<file path="src/logic/sft_pkg.sv">
// package of constants and types for the serial flag transfer logic
// Function
// - transfer-controller write serving tx request clears tx_data_empty_flag automatically.
// - transfer-controller read serving rx request clears rx_data_full_flag automatically.
// - receive-error request never starts a transfer-controller transfer.
// - auto clearing only when disable select is 0 and counter nonzero.
// - after reset module stopped; registers accessible only after stop bit cleared.
// - tx_end_flag bit 2 clears on write 0 or controller write of tx_data_reg.
// - guard_time_mode 0: tx_end_flag set 12.5 etu after character if empty, no error.
// - guard_time_mode 1: tx_end_flag set 11.0 etu after character if empty, no error.
package sft_pkg;
    // ====================================================================
    // register offsets (byte addresses)
    localparam logic [7:0] SFT_OFF_TXDATA  = 8'h00;
    localparam logic [7:0] SFT_OFF_RXDATA  = 8'h04;
    localparam logic [7:0] SFT_OFF_STATUS  = 8'h08;
    localparam logic [7:0] SFT_OFF_MODE    = 8'h0c;
    localparam logic [7:0] SFT_OFF_CTRL    = 8'h10;
    localparam logic [7:0] SFT_OFF_IRQSTAT = 8'h14;
    localparam logic [7:0] SFT_OFF_IRQMASK = 8'h18;
    localparam logic [7:0] SFT_OFF_STOP    = 8'h1c;
    // ====================================================================
    // status bit positions
    localparam int SFT_BIT_TDE  = 7;
    localparam int SFT_BIT_RDF  = 6;
    localparam int SFT_BIT_ORER = 5;
    localparam int SFT_BIT_ERS  = 4;
    localparam int SFT_BIT_TX_END_FLAG = 2;
    // mode / control bit positions
    localparam int SFT_BIT_GM   = 7;
    localparam int SFT_BIT_CKE0 = 0;
    // irq status bits
    localparam int SFT_IRQ_TXI  = 0;
    localparam int SFT_IRQ_RXI  = 1;
    localparam int SFT_IRQ_ERI  = 2;
    localparam int SFT_IRQ_TEI  = 3;
    // ====================================================================
    // reset values and timing
    localparam logic [7:0] SFT_STATUS_RST = 8'h84;
    localparam logic [7:0] SFT_MODE_RST   = 8'h00;
    localparam logic [7:0] SFT_CTRL_RST   = 8'h00;
    localparam logic       SFT_STOP_RST   = 1'b1;
    localparam int SFT_ETU_HALF_GM0 = 25;  // 12.5 etu in half units
    localparam int SFT_ETU_HALF_GM1 = 22;  // 11.0 etu in half units
    localparam int SFT_ETU_DIV_DEF  = 372;
    localparam int SFT_HALF_W       = 5;

    typedef struct packed {
        logic       req;
        logic       xfer_irq_disable_select;
        logic       cnt_nz;
        logic       wr;
        logic [7:0] addr;
    } sft_dtc_s;
endpackage : sft_pkg

</file>
<file path="src/logic/sft_flags.sv">
// serial interface status-flag logic behind an apb slave
module sft_flags
    import sft_pkg::*;
#(
    parameter int ETU_DIV = SFT_ETU_DIV_DEF
) (
    input  wire logic        pclk,
    input  wire logic        presetn,
    input  wire logic        psel,
    input  wire logic        penable,
    input  wire logic        pwrite,
    input  wire logic [7:0]  paddr,
    input  wire logic [31:0] pwdata,
    output logic      [31:0] prdata,
    output logic             pready,
    output logic             pslverr,
    input  wire sft_dtc_s    dtc_in,
    output logic             dtc_ack,
    input  wire logic        tx_char_done,
    input  wire logic        rx_char_done,
    input  wire logic [7:0]  rx_char,
    input  wire logic        rx_error,
    input  wire logic        error_signal_in,
    output logic             tx_data_valid,
    output logic      [7:0]  tx_data_out,
    output logic             tx_empty_irq,
    output logic             rx_full_irq,
    output logic             rx_error_irq,
    output logic             dtc_req_tx,
    output logic             dtc_req_rx,
    output logic             irq
);
    // ====================================================================
    // parameter check: an odd divider cannot give an exact half etu
    if (ETU_DIV < 2 || ETU_DIV > 65535 || (ETU_DIV % 2) != 0) begin : g_bad_div
        $error("ETU_DIV must be even and between 2 and 65535");
    end

    // ====================================================================
    // registers
    logic [7:0]            tx_data_reg_r;
    logic [7:0]            rx_data_reg_r;
    logic [7:0]            mode_r;
    logic [7:0]            ctrl_r;
    logic                  tde_r;
    logic                  rdf_r;
    logic                  tx_end_flag_r;
    logic                  ers_r;
    logic                  orer_r;
    logic                  stop_r;
    logic [3:0]            irq_stat_r;
    logic [3:0]            irq_mask_r;
    logic [31:0]           prdata_r;
    logic                  pready_r;
    logic                  pslverr_r;
    logic                  dtc_ack_r;
    logic                  irq_r;
    logic                  tx_valid_r;
    logic [15:0]           div_r;
    logic [SFT_HALF_W-1:0] half_r;
    logic                  tx_end_flag_run_r;
    logic                  err_s1_r;
    logic                  err_s2_r;

    // ====================================================================
    // decode
    wire setup     = psel && !penable;
    wire acc       = psel && penable && pready_r;
    wire stop_sel  = paddr == SFT_OFF_STOP;
    wire blocked   = stop_r && !stop_sel;
    wire known     = paddr == SFT_OFF_TXDATA || paddr == SFT_OFF_RXDATA ||
                     paddr == SFT_OFF_STATUS || paddr == SFT_OFF_MODE ||
                     paddr == SFT_OFF_CTRL || paddr == SFT_OFF_IRQSTAT ||
                     paddr == SFT_OFF_IRQMASK || stop_sel;
    wire wr_ok     = acc && pwrite && known && !blocked;
    wire rd_ok     = acc && !pwrite && known && !blocked;
    wire wr_tdr    = wr_ok && paddr == SFT_OFF_TXDATA;
    wire wr_stat   = wr_ok && paddr == SFT_OFF_STATUS;
    wire rd_istat  = rd_ok && paddr == SFT_OFF_IRQSTAT;
    wire gm        = mode_r[SFT_BIT_GM];
    // controller may only serve tx/rx requests, never the error request
    wire dtc_go    = dtc_in.req && !dtc_ack_r && !stop_r;
    wire dtc_tx    = dtc_go && dtc_in.wr && dtc_in.addr == SFT_OFF_TXDATA && tde_r;
    wire dtc_rx    = dtc_go && !dtc_in.wr && dtc_in.addr == SFT_OFF_RXDATA && rdf_r;
    wire auto_clr  = !dtc_in.xfer_irq_disable_select && dtc_in.cnt_nz;
    wire etu_tick  = div_r == 16'(ETU_DIV / 2 - 1);
    wire [SFT_HALF_W-1:0] half_goal = gm ? SFT_HALF_W'(SFT_ETU_HALF_GM1)
                                         : SFT_HALF_W'(SFT_ETU_HALF_GM0);
    wire tx_end_flag_hit  = tx_end_flag_run_r && etu_tick && half_r == half_goal - 1'b1;
    wire tx_end_flag_set  = tx_end_flag_hit && tde_r && !ers_r;
    wire [7:0] status_v = {tde_r, rdf_r, orer_r, ers_r, 1'b0, tx_end_flag_r, 2'b00};
    wire [3:0] ev   = {tx_end_flag_set, rx_error, rx_char_done, tx_char_done};

    logic [7:0] rd_mux;
    always_comb begin
        case (paddr)
            SFT_OFF_TXDATA:  rd_mux = tx_data_reg_r;
            SFT_OFF_RXDATA:  rd_mux = rx_data_reg_r;
            SFT_OFF_STATUS:  rd_mux = status_v;
            SFT_OFF_MODE:    rd_mux = mode_r;
            SFT_OFF_CTRL:    rd_mux = ctrl_r;
            SFT_OFF_IRQSTAT: rd_mux = {4'h0, irq_stat_r};
            SFT_OFF_IRQMASK: rd_mux = {4'h0, irq_mask_r};
            SFT_OFF_STOP:    rd_mux = {7'h00, stop_r};
            default:         rd_mux = 8'h00;
        endcase
    end

    // ====================================================================
    // apb handshake: no wait states, errors on unmapped or stopped access
    always_ff @(posedge pclk or negedge presetn) begin
        if (!presetn) begin
            pready_r  <= 1'b0;
            pslverr_r <= 1'b0;
            prdata_r  <= 32'h0000_0000;
        end else begin
            pready_r  <= setup;
            pslverr_r <= setup && (!known || blocked);
            if (setup) begin
                prdata_r <= (known && !blocked) ? {24'h000000, rd_mux} : 32'h0000_0000;
            end
        end
    end

    // ====================================================================
    // software registers
    always_ff @(posedge pclk or negedge presetn) begin
        if (!presetn) begin
            mode_r     <= SFT_MODE_RST;
            ctrl_r     <= SFT_CTRL_RST;
            irq_mask_r <= 4'h0;
            stop_r     <= SFT_STOP_RST;
        end else if (wr_ok) begin
            if (paddr == SFT_OFF_MODE)    mode_r     <= pwdata[7:0];
            if (paddr == SFT_OFF_CTRL)    ctrl_r     <= pwdata[7:0];
            if (paddr == SFT_OFF_IRQMASK) irq_mask_r <= pwdata[3:0];
            if (stop_sel)                 stop_r     <= pwdata[0];
        end
    end

    // ====================================================================
    // next values of the flags; hardware set wins over a clear in the same cycle
    wire        dtc_tx_clr   = dtc_tx && auto_clr;
    wire        dtc_rx_clr   = dtc_rx && auto_clr;
    wire        tde_sw_clr   = wr_stat && !pwdata[SFT_BIT_TDE];
    wire        rdf_sw_clr   = wr_stat && !pwdata[SFT_BIT_RDF];
    wire        orer_sw_clr  = wr_stat && !pwdata[SFT_BIT_ORER];
    wire        ers_sw_clr   = wr_stat && !pwdata[SFT_BIT_ERS];
    wire        tx_end_flag_clr     = (wr_stat && !pwdata[SFT_BIT_TX_END_FLAG]) || dtc_tx;
    wire        tde_nxt      = tx_char_done || (tde_r && !(dtc_tx_clr || tde_sw_clr));
    wire        rdf_nxt      = rx_char_done || (rdf_r && !(dtc_rx_clr || rdf_sw_clr));
    wire        orer_nxt     = rx_error || (orer_r && !orer_sw_clr);
    wire        ers_nxt      = err_s2_r || (ers_r && !ers_sw_clr);
    wire        tx_end_flag_nxt     = tx_end_flag_set || (tx_end_flag_r && !tx_end_flag_clr);
    // a byte arriving while the last is unread leaves the held byte alone
    wire        rx_load      = rx_char_done && !rdf_r;
    // the controller data path is not modelled: its write reloads the held byte
    wire        tx_load      = wr_tdr || dtc_tx;
    wire [7:0]  tx_data_nxt  = wr_tdr ? pwdata[7:0] : tx_data_reg_r;
    wire [3:0]  irq_stat_nxt = ev | (rd_istat ? 4'h0 : irq_stat_r);
    wire        irq_nxt      = |(irq_stat_r & irq_mask_r);
    // divider restarts at the end of the last data bit so the delay is aligned
    wire [15:0] div_nxt      = (etu_tick || tx_char_done) ? 16'h0000 : div_r + 16'h0001;

    // ====================================================================
    // data registers
    always_ff @(posedge pclk or negedge presetn) begin
        if (!presetn) begin
            tx_data_reg_r <= 8'h00;
        end else if (tx_load) begin
            tx_data_reg_r <= tx_data_nxt;
        end
    end

    always_ff @(posedge pclk or negedge presetn) begin
        if (!presetn) begin
            tx_valid_r <= 1'b0;
        end else begin
            tx_valid_r <= tx_load;
        end
    end

    always_ff @(posedge pclk or negedge presetn) begin
        if (!presetn) begin
            rx_data_reg_r <= 8'h00;
        end else if (rx_load) begin
            rx_data_reg_r <= rx_char;
        end
    end

    always_ff @(posedge pclk or negedge presetn) begin
        if (!presetn) begin
            dtc_ack_r <= 1'b0;
        end else begin
            dtc_ack_r <= dtc_tx || dtc_rx;
        end
    end

    // ====================================================================
    // status flags
    always_ff @(posedge pclk or negedge presetn) begin
        if (!presetn) begin
            tde_r <= SFT_STATUS_RST[SFT_BIT_TDE];
        end else begin
            tde_r <= tde_nxt;
        end
    end

    always_ff @(posedge pclk or negedge presetn) begin
        if (!presetn) begin
            rdf_r <= 1'b0;
        end else begin
            rdf_r <= rdf_nxt;
        end
    end

    always_ff @(posedge pclk or negedge presetn) begin
        if (!presetn) begin
            orer_r <= 1'b0;
        end else begin
            orer_r <= orer_nxt;
        end
    end

    always_ff @(posedge pclk or negedge presetn) begin
        if (!presetn) begin
            tx_end_flag_r <= SFT_STATUS_RST[SFT_BIT_TX_END_FLAG];
        end else begin
            tx_end_flag_r <= tx_end_flag_nxt;
        end
    end

    // ====================================================================
    // error-signal synchroniser: only the second stage is read by logic
    always_ff @(posedge pclk or negedge presetn) begin
        if (!presetn) begin
            err_s1_r <= 1'b0;
            err_s2_r <= 1'b0;
        end else begin
            err_s1_r <= error_signal_in;
            err_s2_r <= err_s1_r;
        end
    end

    always_ff @(posedge pclk or negedge presetn) begin
        if (!presetn) begin
            ers_r <= 1'b0;
        end else begin
            ers_r <= ers_nxt;
        end
    end

    // ====================================================================
    // half-etu counter: delay starts at the end of the last data bit
    always_ff @(posedge pclk or negedge presetn) begin
        if (!presetn) begin
            div_r <= 16'h0000;
        end else begin
            div_r <= div_nxt;
        end
    end

    // a new character restarts the delay, so back-to-back bytes give one end flag
    always_ff @(posedge pclk or negedge presetn) begin
        if (!presetn) begin
            half_r     <= '0;
            tx_end_flag_run_r <= 1'b0;
        end else if (tx_char_done) begin
            half_r     <= '0;
            tx_end_flag_run_r <= 1'b1;
        end else if (tx_end_flag_run_r && etu_tick) begin
            half_r     <= half_r + 1'b1;
            tx_end_flag_run_r <= !tx_end_flag_hit;
        end
    end

    // ====================================================================
    // interrupts: sticky status, cleared by reading it
    always_ff @(posedge pclk or negedge presetn) begin
        if (!presetn) begin
            irq_stat_r <= 4'h0;
        end else begin
            irq_stat_r <= irq_stat_nxt;
        end
    end

    // registered so the pin never glitches while status and mask settle
    always_ff @(posedge pclk or negedge presetn) begin
        if (!presetn) begin
            irq_r <= 1'b0;
        end else begin
            irq_r <= irq_nxt;
        end
    end

    // ====================================================================
    // outputs

    assign prdata        = prdata_r;
    assign pready        = pready_r;
    assign pslverr       = pslverr_r;
    assign dtc_ack       = dtc_ack_r;
    assign tx_data_valid = tx_valid_r;
    assign tx_data_out   = tx_data_reg_r;
    assign tx_empty_irq  = tde_r;
    assign rx_full_irq   = rdf_r;
    assign rx_error_irq  = orer_r;
    assign dtc_req_tx    = tde_r;
    assign dtc_req_rx    = rdf_r;
    assign irq           = irq_r;
endmodule : sft_flags

</file>
<file path="config.mk">
export PLATFORM = sky130hd
export DESIGN_NAME = sft_flags
export DESIGN_NICKNAME = d
export VERILOG_FILES = /design/src/logic/sft_pkg.sv /design/src/logic/sft_flags.sv
export SDC_FILE = /design/constraint.sdc
export NUM_CORES = 1
export LEC_CHECK = 0
export BUFFER_PORTS_ARGS = -buffer_cell sky130_fd_sc_hd__buf_2
export CORE_ASPECT_RATIO = 1.1
export CORE_UTILIZATION = 53
export DETAILED_ROUTE_END_ITERATION = 6
export PLACE_DENSITY_LB_ADDON = 0.15
export REMOVE_ABC_BUFFERS = 1
export SETUP_SLACK_MARGIN = 0.1
export SLEW_MARGIN = 40
export SYNTH_ARGS = -nofsm -noshare
export SYNTH_HDL_FRONTEND = slang
export SYNTH_SLANG_ARGS = --single-unit
</file>
<file path="constraint.sdc">
create_clock -name pclk -period 2.2 [get_ports pclk]
set_input_delay 0.44 -clock pclk [delete_from_list [all_inputs] [get_ports pclk]]
set_output_delay 0.44 -clock pclk [all_outputs]
set_load 0.03 [all_outputs]
</file>
[Word-level counts from Yosys, hierarchy flattened]
Cells that the tools add are included.
Storage, ports and cells
  output and inout bits: 50
  input port bits: 69
  logic and storage cells: 138
  flip-flop bits (word level): 107
Cells by class
  add/subtract/negate cells: 3
  bitwise logic cells: 2
  reduce and logical (&&, ||, !) cells: 91
  equality and inequality tests: 10
  muxes and demuxes: 9
Operators with widths (number)
  $pmux 8 s8: 1
  $logic_and 1x1->1: 41
  $eq 8x5->1 const B: 4
  $logic_not 1->1: 22
  $logic_or 1x1->1: 19
  $add 16x1->16 const B: 1
  $eq 16x8->1 const B: 1
  $eq 8x3->1 const B: 2
  $eq 8x4->1 const B: 2
  $logic_not 8->1: 2
  $mux 16: 1
  $mux 5: 2
  $reduce_and 2->1: 5
  $mux 4: 2
  $mux 8: 1
  $add 5x1->5 const B: 1
  $eq 5x5->1: 1
  $sub 5x1->5 const B: 1
  $and 4x4->4: 1
  $or 4x4->4: 1
  $reduce_or 4->1: 1
  $mux 1: 2
  $reduce_bool 2->1: 1

[Longest topological paths before layout]
  depth after elaboration: 16
  depth in mapped cells: 8
  gate-level depth less buffers: 6

[Least setup slack after synthesis]
Ideal clock, no wire load.
  path kind: input -> register
  start point: input port paddr[2]
  end point: register mode_r[0]
  stages on the path: 5
  slack: 0.311 ns
  arrival: 1.764 ns
  library setup time: 0.125 ns
  required time: 2.075 ns
  path buffers: 2
  path through: buf_2 > clkbuf_1 > nand3_1 > nor3_2 > mux2_2
On the way
  word-level cells in the longest chain between the ends: 11
  elaborated cells on any way between the ends: 21
  those cells by class: eq/ne (7); reduce/logical (14)
Ends and longest elaborated chain
  start, declared: RTL line sft_flags.sv:12  | input wire logic [7:0] paddr,
  $eq 8x3->1 / $logic_not 8->1 (equally long branches): RTL line sft_flags.sv:71  | wire known = paddr == SFT_OFF_TXDATA || paddr == SFT_OFF_RXDATA ||
  $logic_or 1x1->1 (2 in a row): RTL line sft_flags.sv:71
  $logic_or 1x1->1 (2 in a row): RTL line sft_flags.sv:72  | paddr == SFT_OFF_STATUS || paddr == SFT_OFF_MODE ||
  $logic_or 1x1->1 (2 in a row): RTL line sft_flags.sv:73  | paddr == SFT_OFF_CTRL || paddr == SFT_OFF_IRQSTAT ||
  $logic_or 1x1->1: RTL line sft_flags.sv:74  | paddr == SFT_OFF_IRQMASK || stop_sel;
  $logic_and 1x1->1 (2 in a row): RTL line sft_flags.sv:75  | wire wr_ok = acc && pwrite && known && !blocked;
  $reduce_and 2->1 (no line) *
  end signal, assigned: RTL line sft_flags.sv:134  | if (paddr == SFT_OFF_MODE) mode_r <= pwdata[7:0];
  end, declared: RTL line sft_flags.sv:43  | logic [7:0] mode_r;
Every way passes the cells marked *; elsewhere a longest branch is shown, timed or not.
A chain may end at the register's enable or synchronous reset.

[Final worst setup path]
  start point: register div_r[1]
  end point: register half_r[4]
On the way
  word-level cells in the longest chain between the ends: 3
Ends and longest elaborated chain
  start, declared: RTL line sft_flags.sv:59  | logic [15:0] div_r;
  start signal, assigned: RTL line sft_flags.sv:259  | div_r <= div_nxt;
  $eq 16x8->1: RTL line sft_flags.sv:86  | wire etu_tick = div_r == 16'(ETU_DIV / 2 - 1);
  $logic_and 1x1->1: RTL line sft_flags.sv:271  | end else if (tx_end_flag_run_r && etu_tick) begin
  $reduce_bool 2->1 (no line)
  end signal, assigned: RTL line sft_flags.sv:272  | half_r <= half_r + 1'b1;
  end, declared: RTL line sft_flags.sv:60  | logic [SFT_HALF_W-1:0] half_r;
No other way between the ends.

==> metrics.log <==
[metrics] run status: finished, final reports clean
[metrics] Design Area, Final: 0.00486 mm^2
[metrics] largest net degree at the start of global routing: 46
[metrics] CP arrival: 2230 ps
[metrics] number of enable-type register cells in the synthesized netlist: 0
[metrics] wire length of the first global-routing pass: 15.0 mm
[metrics] Worst Setup Path Type: reg2reg
[metrics] endpoint of the most critical register-to-register path: half_r[4]$_DFFE_PN0P_
[metrics] Setup Total Neg Slack: 0 ps
[metrics] clock latency at the later pin of the worst-skew pair: 350 ps
[metrics] number of standard cells after synthesis: 393
[metrics] Area growth syn-to-layout: 13.5%
[metrics] Core Box Area: 0.00787 mm^2
[metrics] min cycle time layout: 1990 ps
[metrics] number of antenna violations at the first check in global routing: 0
[metrics] register bit count reported by yosys: 83
[metrics] final-report hold violation count: 0
[metrics] power density relative to cell area: 569 mW/mm^2
[metrics] maximum capacitance violations: 0
[metrics] grt ovf: 0
[metrics] Root Buffer Master: sky130_fd_sc_hd__clkbuf_8
[metrics] worst min path class: in2async
[metrics] quantity of hold-fixing buffers added after cts: 0
[metrics] Mean Syn Cell Area: 10.9 um^2
[metrics] antenna diode count: 0
[metrics] unrepaired setup endpoints after global routing: no
[metrics] Fmax achieved: 503 MHz
[metrics] number of clock sinks: 83
[metrics] width of the die: 87.6 um
[metrics] share of cells above drive strength 1: 33.4%
[metrics] post-CTS clock slew at the launch and capture registers of the worst setup and hold paths: 80 ps
[metrics] setup violators final: 0
[metrics] detailed-route wire length: 9.11 mm
[metrics] post-place instance area: 0.00471 mm^2
[metrics] worst-path fanout max: 6
[metrics] async set-reset flop share out of synthesis: 100%
[metrics] GRT Overall Usage: 24.0%
[metrics] critical register-to-register path startpoint: div_r[1]$_DFF_PN0_
[metrics] number of input and output port buffers inserted: 70
[metrics] Worst setup EP type: register
[metrics] placer's final routability congestion estimate: 0.813
[metrics] most common flop cell mapped by yosys: sky130_fd_sc_hd__dfrtp_1
[metrics] Cell Area, Synth: 0.00428 mm^2
[metrics] cell depth of the worst flop-to-flop path: 6
[metrics] Detailed Place HPWL: 6.76 mm
[metrics] end-of-flow core utilization: 61.7%
[metrics] Fillers: 692
[metrics] share of synthesized area occupied by flip-flops and latches: 48.7%
[metrics] min setup slack post-route: 211 ps
[metrics] crit path launch type: register
[metrics] LEAKAGE: 2.30 nW
[metrics] Die Footprint: 0.00843 mm^2
[metrics] period utilization: 90.4%
[metrics] worst slew pin tran: 590 ps
[metrics] sequential standard cell area: 0.00208 mm^2
[metrics] Yosys Warn Count: 0
[metrics] Die Y-Extent: 96.2 um
[metrics] I/O pin count: 119
[metrics] number of distinct standard cells referenced by the synthesized netlist: 58
[metrics] Avg WL per Cell: 15.7 um
[metrics] post-cts gate resize count: 0
[metrics] number of nets in the final layout: 542
[metrics] ratio of routed vias to standard cells: 5.45
[metrics] Clock Tree Buf Depth: 2
[metrics] number of buffers inserted during clock tree synthesis: 9
[metrics] CTS H-tree depth: 3
[metrics] CTS tree: yes
[metrics] final number of max-transition violations: 0
[metrics] register-to-register path setup slack: 210 ps
[metrics] router iterations before antenna repair: 4
[metrics] Setup WS pre-CTS: 72.5 ps
[metrics] worst-case clock skew: 5.66 ps
[metrics] Iter 0 DRT Violations: 226
[metrics] antenna viol nets, final: 0
[metrics] number of rows created at floorplan: 34
[metrics] data required time at the worst endpoint: 2440 ps
[metrics] Initial Util: 54.3%
[metrics] buffer count from post-CTS setup fixing: 0
[metrics] maximum VDD drop: 0.000284 V
[metrics] Slew Limit Headroom: 60.7%
[metrics] total number of vias: 3,164
[metrics] total area of multi-input combinational cells: 0.00198 mm^2
[metrics] DRC: 0
[metrics] vias in the first global route: 3,014
## Yosys cell counts (all sizes together), types with 4 or more instances
cell type | count | area (um^2)
inv | 8 | 30.0
dfrtp | 80 | 2000
o21ai | 18 | 93.8
xnor2 | 9 | 78.8
nor4b | 5 | 43.8
nand2b | 4 | 25.0
mux2 | 42 | 473
nor3 | 10 | 66.3
and3 | 6 | 37.5
nor4 | 7 | 58.8
nor2b | 10 | 62.6
mux2i | 7 | 70.1
nand4 | 8 | 50.1
clkbuf | 10 | 37.5
nor2 | 32 | 120
buf | 33 | 238
nand2 | 18 | 67.6
a21oi | 10 | 50.1
nand3 | 17 | 85.1
and4 | 4 | 35.0
## cells in the final DEF, fill, tap and decap left out, drive strengths merged, types with 8 or more instances in the layout
cell type	count
nand3	17
a21oi	10
buf	86
o21ai	18
nor2	32
nor3	10
inv	8
nand4	8
xnor2	9
clkbuf	10
nor2b	10
conb	24
dfrtp	80
nand2	18
mux2	42
## area by class of cell
type	count	area share (%)
tap	108	2.78
clock buffer	10	2.63
multi-input combinational	282	40.7
timing repair buffer	86	10.0
sequential	83	42.8
clock inverter	4	0.412
inverter	8	0.618
## power breakdown
group	leakage, nW	internal [mW]	switching [mW]	total, mW
clock network	0.0815	0.390	0.511	0.901
registers	1.09	1.55	0.0186	1.57
logic	1.13	0.0989	0.193	0.291
total	2.30	2.04	0.722	2.77
## worst max-delay path by stage
stage,endpoint,slack [ps],cells past startpoint,from
floorplan,mode_r[0]$_DFFE_PN0P_,330,4,paddr[7]
global placement,tx_data_out[4]$_DFFE_PN0P_,90,6,paddr[1]
detailed placement,tx_data_out[7]$_DFFE_PN0P_,70,6,paddr[1]
CTS,half_r[4]$_DFFE_PN0P_,230,6,div_r[1]$_DFF_PN0_
global route,half_r[4]$_DFFE_PN0P_,100,6,div_r[1]$_DFF_PN0_
finish,half_r[4]$_DFFE_PN0P_,210,6,div_r[1]$_DFF_PN0_
## cells by family after synthesis
group           Yosys count  synth area share (%)
mux                      52                  14.3
simple gates            140                  18.9
other cells               1                0.0877
fa+ha+maj                 3                 0.878
buf+inv                  51                  7.14
flops                    83                  48.7
compound gates           51                  7.58
xor+xnor                 12                  2.46
## flip-flops by register name, summed over array words and instances, names as in the netlist, 4 cells and up
name,cells
prdata,8
mode_r,8
rx_data_reg_r,8
irq_mask_r,4
half_r,5
tx_data_out,8
div_r,16
irq_stat_r,4
ctrl_r,8
## worst max-delay path: stages, from the launching register on
cell and delay (ps):
sky130_fd_sc_hd__dfrtp_1 410, sky130_fd_sc_hd__inv_1 70, sky130_fd_sc_hd__ha_1 120, sky130_fd_sc_hd__nor4b_1 330, sky130_fd_sc_hd__nand4_1 300, sky130_fd_sc_hd__nor3_1 290
sky130_fd_sc_hd__mux2_2 360
## stage by stage
step,power (mW),hold WS (ps),std cells
floorplan,1.75,144,373
global placement,1.89,333,567
detailed placement,1.90,335,567
CTS,2.80,97.2,581
global route,2.89,130,581
finish,2.77,88.0,581
## per-layer routing
metal,up-vias,wire (um),global-route usage (%)
li1,1512,-,-
met1,1564,4100,31.8
met2,75,4470,39.2
met3,13,341,4.46
met4,0,193,9.43
met5,-,0,0
(Power assumes the default switching activity.)
